File: src/dac_ctrl_cfg.svh
// What this block does
// - Operation 11 in a valid word powers down both channels.
// - Termination 00/11 high-impedance, 01 about 2.5 kOhm, 10 about 100 kOhm.
// - Reset clears both holding registers; outputs read zero until first write with operation 01 or 10.
// - Holding registers keep their contents during power-down.
// - Wake-up keeps old values unless the waking word writes that channel.
// - While frame select is low, shift one bit per falling serial clock edge.
// - At the 16th falling edge capture last bit and execute at once.
// - After the 16th edge ignore clocks and data until frame select rises.
// - First bit is zero and second bit addresses channel A or B, except in power-down words, where both select termination.
// - Third and fourth bits select one of four operations.
// - Last twelve bits are straight binary data, most significant bit first.
// - Frame select rising before 16th edge discards the partial word.
`ifndef DAC_CTRL_CFG_SVH
`define DAC_CTRL_CFG_SVH
`define WORD_BITS      16
`define DATA_BITS      12
`define BIT_CHAN       14
`define BIT_OP_HI      13
`define BIT_OP_LO      12
`define BIT_TERM_HI    15
`define BIT_TERM_LO    14
`define ADDR_CTRL      4'h0
`define ADDR_STATUS    4'h4
`define ADDR_CHAN_A    4'h8
`define ADDR_CHAN_B    4'hc
`define CTRL_ENABLE    0
`define STAT_PDOWN     0
`define STAT_TERM_LO   1
`define STAT_ERR       3
`define STAT_WRITTEN   4
`endif

File: src/dac_ctrl_pkg.sv
package dac_ctrl_pkg;
  typedef enum logic [1:0] {
    OP_WRITE_ONE = 2'h0,
    OP_WRITE_UPD = 2'h1,
    OP_WRITE_ALL = 2'h2,
    OP_PDOWN     = 2'h3
  } op_e;
  typedef enum logic [1:0] {
    TERM_HIZ_0  = 2'h0,
    TERM_2K5    = 2'h1,
    TERM_100K   = 2'h2,
    TERM_HIZ_1  = 2'h3
  } term_e;
  typedef enum logic [2:0] {
    ST_IDLE  = 3'b001,
    ST_SHIFT = 3'b010,
    ST_DONE  = 3'b100
  } frame_e;
endpackage

File: src/dual_dac_serial_write_control.sv
`timescale 1ns/1ns
`include "dac_ctrl_cfg.svh"
module dual_dac_serial_write_control
  import dac_ctrl_pkg::*;
#(
  parameter int DATA_BITS = `DATA_BITS
)
(
  input  wire logic                 aclk,
  input  wire logic                 aresetn,
  input  wire logic                 frame_sel_n,
  input  wire logic                 serial_clk,
  input  wire logic                 serial_data,
  output logic [DATA_BITS-1:0]      out_code_a,
  output logic [DATA_BITS-1:0]      out_code_b,
  output logic                      powered_down,
  output logic                      term_2k5,
  output logic                      term_100k,
  input  wire logic [3:0]           s_axi_awaddr,
  input  wire logic                 s_axi_awvalid,
  output logic                      s_axi_awready,
  input  wire logic [31:0]          s_axi_wdata,
  input  wire logic [3:0]           s_axi_wstrb,
  input  wire logic                 s_axi_wvalid,
  output logic                      s_axi_wready,
  output logic [1:0]                s_axi_bresp,
  output logic                      s_axi_bvalid,
  input  wire logic                 s_axi_bready,
  input  wire logic [3:0]           s_axi_araddr,
  input  wire logic                 s_axi_arvalid,
  output logic                      s_axi_arready,
  output logic [31:0]               s_axi_rdata,
  output logic [1:0]                s_axi_rresp,
  output logic                      s_axi_rvalid,
  input  wire logic                 s_axi_rready
);

  // Pin synchronisers: two flops each, first flop read only by second
  logic [2:0] sync1_r;
  logic [2:0] sync2_r;
  logic       sclk_d_r;

  always_ff @(posedge aclk)
  begin
    sync1_r  <= {frame_sel_n, serial_clk, serial_data};
    sync2_r  <= sync1_r;
    sclk_d_r <= sync2_r[1];
  end

  wire fs_n     = sync2_r[2];
  wire sclk_s   = sync2_r[1];
  wire sdata_s  = sync2_r[0];
  wire sclk_fall = sclk_d_r & ~sclk_s;

  // Link state
  frame_e                 state_r;
  frame_e                 state_nxt;
  logic [`WORD_BITS-1:0]  shift_r;
  logic [4:0]             count_r;
  logic [DATA_BITS-1:0]   hold_a_r;
  logic [DATA_BITS-1:0]   hold_b_r;
  logic                   pdown_r;
  logic [1:0]             term_r;
  logic                   enable_r;
  logic                   err_r;
  logic                   written_r;

  // Word completes on the 16th falling edge, using the bit arriving now
  wire [`WORD_BITS-1:0] word_full = {shift_r[`WORD_BITS-2:0], sdata_s};
  wire last_edge  = (state_r == ST_SHIFT) & ~fs_n & sclk_fall &
                    (count_r == 5'(`WORD_BITS - 1));
  wire op_hi      = word_full[`BIT_OP_HI];
  wire op_lo      = word_full[`BIT_OP_LO];
  wire chan_b     = word_full[`BIT_CHAN];
  wire lead_ok    = ~word_full[`WORD_BITS-1];
  wire [1:0] op   = {op_hi, op_lo};
  wire [DATA_BITS-1:0] data_w = word_full[DATA_BITS-1:0];
  wire is_pdown   = (op == OP_PDOWN);
  // Power-down words carry termination select in the lead bit, so only
  // data words are refused for a set lead bit
  wire cmd_ok     = lead_ok | is_pdown;
  wire exec       = last_edge & cmd_ok & enable_r;
  wire wr_a       = exec & ~is_pdown &
                    ((op == OP_WRITE_ALL) | ~chan_b);
  wire wr_b       = exec & ~is_pdown &
                    ((op == OP_WRITE_ALL) | chan_b);
  // Op 00 stores but leaves the output codes alone
  wire upd        = exec & (op != OP_WRITE_ONE) & ~is_pdown;
  wire [1:0] term_w = word_full[`BIT_TERM_HI:`BIT_TERM_LO];

  always_comb
  begin
    state_nxt = state_r;
    case (state_r)
      ST_IDLE:
        if (!fs_n)
          state_nxt = ST_SHIFT;
      ST_SHIFT:
        if (fs_n)
          state_nxt = ST_IDLE;
        else if (last_edge)
          state_nxt = ST_DONE;
      ST_DONE:
        if (fs_n)
          state_nxt = ST_IDLE;
      default:
        state_nxt = ST_IDLE;
    endcase
  end

  always_ff @(posedge aclk)
  begin
    if (!aresetn)
    begin
      state_r <= ST_IDLE;
      shift_r <= '0;
      count_r <= '0;
    end
    else
    begin
      state_r <= state_nxt;
      if (state_r != ST_SHIFT)
      begin
        shift_r <= '0;
        count_r <= '0;
      end
      else if (!fs_n && sclk_fall)
      begin
        shift_r <= word_full;
        count_r <= count_r + 5'd1;
      end
    end
  end

  // Holding registers and output codes; reset clears both
  always_ff @(posedge aclk)
  begin
    if (!aresetn)
    begin
      hold_a_r     <= '0;
      hold_b_r     <= '0;
      out_code_a   <= '0;
      out_code_b   <= '0;
      pdown_r      <= 1'b0;
      term_r       <= 2'h0;
      written_r    <= 1'b0;
    end
    else
    begin
      if (wr_a)
        hold_a_r <= data_w;
      if (wr_b)
        hold_b_r <= data_w;
      if (upd)
      begin
        out_code_a <= wr_a ? data_w : hold_a_r;
        out_code_b <= wr_b ? data_w : hold_b_r;
      end
      if (exec)
      begin
        pdown_r   <= is_pdown;
        written_r <= 1'b1;
        if (is_pdown)
          term_r <= term_w;
      end
    end
  end

  always_ff @(posedge aclk)
  begin
    if (!aresetn)
    begin
      powered_down <= 1'b0;
      term_2k5     <= 1'b0;
      term_100k    <= 1'b0;
    end
    else
    begin
      powered_down <= pdown_r;
      term_2k5     <= pdown_r & (term_r == TERM_2K5);
      term_100k    <= pdown_r & (term_r == TERM_100K);
    end
  end

  // AXI4-Lite slave: one write and one read at a time
  logic        aw_got_r;
  logic        w_got_r;
  logic [3:0]  awaddr_r;
  logic [31:0] wdata_r;
  logic [3:0]  wstrb_r;

  wire do_write = aw_got_r & w_got_r & ~s_axi_bvalid;
  wire wr_ctrl  = do_write & (awaddr_r == `ADDR_CTRL) & wstrb_r[0];
  wire wr_stat  = do_write & (awaddr_r == `ADDR_STATUS) & wstrb_r[0];
  wire wr_ok    = (awaddr_r[1:0] == 2'h0);
  wire rd_ok    = (s_axi_araddr[1:0] == 2'h0);
  wire [31:0] status_w = {27'h0, written_r, err_r, term_r, pdown_r};
  wire [31:0] rd_mux =
    (s_axi_araddr == `ADDR_CTRL)   ? {31'h0, enable_r} :
    (s_axi_araddr == `ADDR_STATUS) ? status_w :
    (s_axi_araddr == `ADDR_CHAN_A) ? 32'(hold_a_r) :
                                     32'(hold_b_r);

  always_ff @(posedge aclk)
  begin
    if (!aresetn)
    begin
      aw_got_r      <= 1'b0;
      w_got_r       <= 1'b0;
      awaddr_r      <= 4'h0;
      wdata_r       <= 32'h0;
      wstrb_r       <= 4'h0;
      s_axi_awready <= 1'b0;
      s_axi_wready  <= 1'b0;
      s_axi_bvalid  <= 1'b0;
      s_axi_bresp   <= 2'h0;
      s_axi_arready <= 1'b0;
      s_axi_rvalid  <= 1'b0;
      s_axi_rresp   <= 2'h0;
      s_axi_rdata   <= 32'h0;
      enable_r      <= 1'b1;
      err_r         <= 1'b0;
    end
    else
    begin
      s_axi_awready <= ~aw_got_r & ~s_axi_awready & s_axi_awvalid;
      s_axi_wready  <= ~w_got_r & ~s_axi_wready & s_axi_wvalid;
      if (s_axi_awvalid && s_axi_awready)
      begin
        aw_got_r <= 1'b1;
        awaddr_r <= s_axi_awaddr;
      end
      if (s_axi_wvalid && s_axi_wready)
      begin
        w_got_r <= 1'b1;
        wdata_r <= s_axi_wdata;
        wstrb_r <= s_axi_wstrb;
      end
      if (do_write)
      begin
        s_axi_bvalid <= 1'b1;
        s_axi_bresp  <= wr_ok ? 2'h0 : 2'h2;
        aw_got_r     <= 1'b0;
        w_got_r      <= 1'b0;
      end
      else if (s_axi_bvalid && s_axi_bready)
        s_axi_bvalid <= 1'b0;
      if (wr_ctrl)
        enable_r <= wdata_r[`CTRL_ENABLE];
      // Bad lead bit sets the sticky error; set beats a write-one clear
      if (last_edge && !cmd_ok)
        err_r <= 1'b1;
      else if (wr_stat && wdata_r[`STAT_ERR])
        err_r <= 1'b0;
      s_axi_arready <= ~s_axi_arready & ~s_axi_rvalid & s_axi_arvalid;
      if (s_axi_arvalid && s_axi_arready)
      begin
        s_axi_rvalid <= 1'b1;
        s_axi_rdata  <= rd_ok ? rd_mux : 32'h0;
        s_axi_rresp  <= rd_ok ? 2'h0 : 2'h2;
      end
      else if (s_axi_rvalid && s_axi_rready)
        s_axi_rvalid <= 1'b0;
    end
  end

endmodule // dual_dac_serial_write_control

File: config.mk
export PLATFORM = sky130hd
export DESIGN_NAME = dual_dac_serial_write_control
export DESIGN_NICKNAME = d
export VERILOG_FILES = /design/src/dac_ctrl_pkg.sv /design/src/dual_dac_serial_write_control.sv
export VERILOG_INCLUDE_DIRS = /design/src
export SDC_FILE = /design/constraint.sdc
export NUM_CORES = 1
export LEC_CHECK = 0
export BUFFER_PORTS_ARGS = -buffer_cell sky130_fd_sc_hd__buf_2
export CORE_MARGIN = 10
export CORE_UTILIZATION = 47
export DETAILED_ROUTE_END_ITERATION = 6
export GPL_ROUTABILITY_DRIVEN = 0
export HOLD_SLACK_MARGIN = 0.05
export PLACE_DENSITY_LB_ADDON = 0.1
export SYNTH_ARGS = -nofsm -noshare
export SYNTH_HDL_FRONTEND = slang
export SYNTH_SLANG_ARGS = --single-unit
File: constraint.sdc
create_clock -name aclk -period 2.25 [get_ports aclk]
set_clock_uncertainty 0.1 [all_clocks]
set_input_delay 0.225 -clock aclk [delete_from_list [all_inputs] [get_ports aclk]]
set_output_delay 0.225 -clock aclk [all_outputs]
set_load 0.05 [all_outputs]
==> results.yml <==
status:
  status: "finished, final reports clean"
finish:
  final_cell_mix: "dfxtp_1 (114), nand2_1 (74), buf_2 (66)"
  final_core_util_pct: 63.7
  syn2layout_area_growth_pct: 31.9
  layout_commonest_cell: "dfxtp_1"
  antenna_cells: 0
  drive_gt1_share_pct: 21.0
  layout.nets: 647
timing:
  finalMaxSlewViolations: 0
  rsz0062_at_grt: "no"
  max_slew_margin_pct: 55.7
  hold_viol_final: 0
  finalCritPeriodShare_pct: 93.1
  layout_min_cycle_time_ns: 2.09
  worst_pin_slew_ns: 0.662
  setup_viol: 0
  max_freq_ghz: 0.478
detailed_routing:
  first_pass_iters: 5
  wl_met1_mm: 5.23
  wl_met3_um: 530
  wire_per_inst_um: 16.1
  vias: 3781
  maxUsedRoutingLayer: "met4"
  drc_errors: 0
  drt_iter0_markers: 222
  routed-wl-met2_mm: 5.96
  viasPerCell: 5.16
  ant_nets: 0
  wirelength_mm: 11.8
global_route:
  grt_pass1_vias: 3873
  antenna_found_initial: 0
  grt-ovfl-total: 0
  grtUsageTotal_pct: 17.0
  grt_max_degree: 32
  grt_pass1_wl_mm: 19.6
logic_synthesis:
  yosys_register_bits: 115
  synth_cell_types: 43
  avgSynthCellArea_um2: 9.07
  syn_area_mm2: 0.00446
  ys_seq_area_share_pct: 51.6
  ys_warn_count: 0
  synthCells: 492
floorplan:
  initial_utilization_pct: 48.3
  core-area_mm2: 0.00924
  fp.dieW_um: 117
  die_area_mm2: 0.0138
  num_rows: 35
  io_pins: 122
  die-height_um: 117
critical_path:
  worstSetupStartpointType: "register"
  max_stage_delay_ns: 0.35
  cpMaxStageDelayCell: "dfxtp_1"
  crit_required_ns: 2.56
  arrival_ns: 2.40
  crit_fanout: 9
  crit_chain: "ha_1, and3_1, ha_1, nand4bb_1, nor4b_4, buf_4, buf_4, nor2_1, a211oi_1"
  worstSetupEndpointType: "register"
  critPathKind: "reg -> reg"
clock_tree:
  clk_pin_slew_ns: 0.06
  cts_tree: "built"
  cts_num_sinks: 115
  cts_root_buf: "clkbuf_8"
  htree_levels: 4
  clk_latency_ns: 0.49
  cts_buffers: 17
  ctsLongestPathBuffers: 2
placed_design:
  port_buffers: 66
  dp_hpwl_mm: 7.87
pwr:
  leakagePower_nw: 2.37
  powerDensity_mw_per_mm2: 922
  ir_drop_v: 0.000529
  p_total_mw: 5.42
hold_path:
  min_path_type: "in -> reg"
job:
  drv_cap: 0
worst max-delay path: cells and delay by family, from the launching register on:
kind,cells,cell delay [ns]
buffers and inverters,2,0.36
AO/OA/AOI/OAI,1,0.21
AND/OR/NAND/NOR,4,0.66
flip-flops,1,0.35
adder cells (fa/ha/maj),2,0.33
cell usage after synthesis, drive strengths merged:
cell	number	share of area, %
nor2	44	3.7
and4bb	1	0.28
nand3	7	0.79
nand3b	1	0.17
nand4	19	2.7
nor3b	4	0.93
buf	31	4.8
nand2b	4	0.56
nor3	7	0.79
o21ai	18	2.0
nand2	74	6.2
a211oi	9	1.5
nor4	1	0.14
clkbuf	20	1.7
a22oi	4	0.67
xor2	2	0.39
dfxtp	115	52
nor4bb	1	0.22
a22o	4	0.79
o2111ai	1	0.34
a31oi	17	2.4
a2bb2oi	7	1.4
nor2b	7	0.98
o31ai	2	0.34
o211ai	1	0.17
and3	3	0.42
mux2	6	1.5
a21oi	49	5.5
or4b	1	0.22
conb	1	0.084
nand4bb	1	0.25
o21a	1	0.17
ha	2	0.56
inv	2	0.17
xnor2	2	0.39
nor4b	2	0.73
mux2i	19	4.3
clkinv	1	0.084
and2	1	0.14
where the power goes:
group	internal [mW]	switching [mW]	total (mW)	leakage, nW
Sequential	2.06	0.0196	2.08	0.931
Clock	2.17	0.925	3.09	0.332
Combinational	0.0735	0.181	0.254	1.10
Total	4.30	1.13	5.42	2.37
kinds of logic (layout without fill, tap and decap cells):
logic type	after synthesis	count (layout)	synth area share [%]
other	1	22	0.0841
AO/OA/AOI/OAI	113	113	15.3
adder cells (fa/ha/maj)	2	2	0.561
multiplexers	25	25	5.78
AND/OR/NAND/NOR	178	178	19.2
buffers and inverters	54	145	6.70
XOR/XNOR	4	4	0.786
flip-flops	115	115	51.6
worst paths after layout:
kind,startpoint,to,slack [ns],cells after the start
worst max-delay path,count_r[1]$_SDFFE_PP0P_,out_code_b[0]$_SDFFE_PN0P_,0.16,9
worst min-delay path,s_axi_araddr[1],s_axi_rdata[0]$_SDFFE_PN0P_,0.11,5
worst max register to register,count_r[1]$_SDFFE_PP0P_,out_code_b[0]$_SDFFE_PN0P_,0.16,9
worst min register to register,sync1_r[0]$_DFF_P_,sync2_r[0]$_DFF_P_,0.22,0
layout make-up:
class,count,area [um2]
sequential,115,2300
tap,129,161
clock buffer,19,432
fill,777,3360
inverter,3,11.3
clock inverter,13,254
multi-input combinational,344,1950
timing repair buffer,110,774
flip-flops by register name (all words and copies together) (netlist names), 2 cells and up:
register and flops:
awaddr_r 4, count_r 5, hold_a_r 12, hold_b_r 12, out_code_a 12, out_code_b 12
s_axi_rdata 12, shift_r 15, state_r 3, sync1_r 3, sync2_r 3, term_r 2
wdata_r 2
layer usage:
layer | up-vias | track usage [%]
li1 | 1892 | -
met1 | 1785 | 20.1
met2 | 96 | 29.0
met3 | 8 | 4.94
met4 | 0 | 4.93
met5 | - | 0
metrics by stage:
stage	instances	hold slack [ns]	setup slack, ns	cell area, um2	setup TNS [ns]
after floorplan	513	0.153	0.163	4540	0
after CTS	731	0.0886	0.0578	5840	0
after global routing	733	0.121	0.0121	5880	0
final	733	0.115	0.156	5880	0
after global placement	672	0.212	0.0712	4890	0
after detailed placement	672	0.212	-0.00495	4890	-0.00495
repair_timing:
action                                  in CTS  in global routing
hold buffers                                27                  0
gates resized for setup                      1                  3
endpoints found under the setup margin       1                 29
hold endpoints to repair                    30                  0
pin swaps                                    0                  1
cloned                                       0                  1
setup buffers                                0                  1
Note: power is estimated with default switching activity, not from simulation.
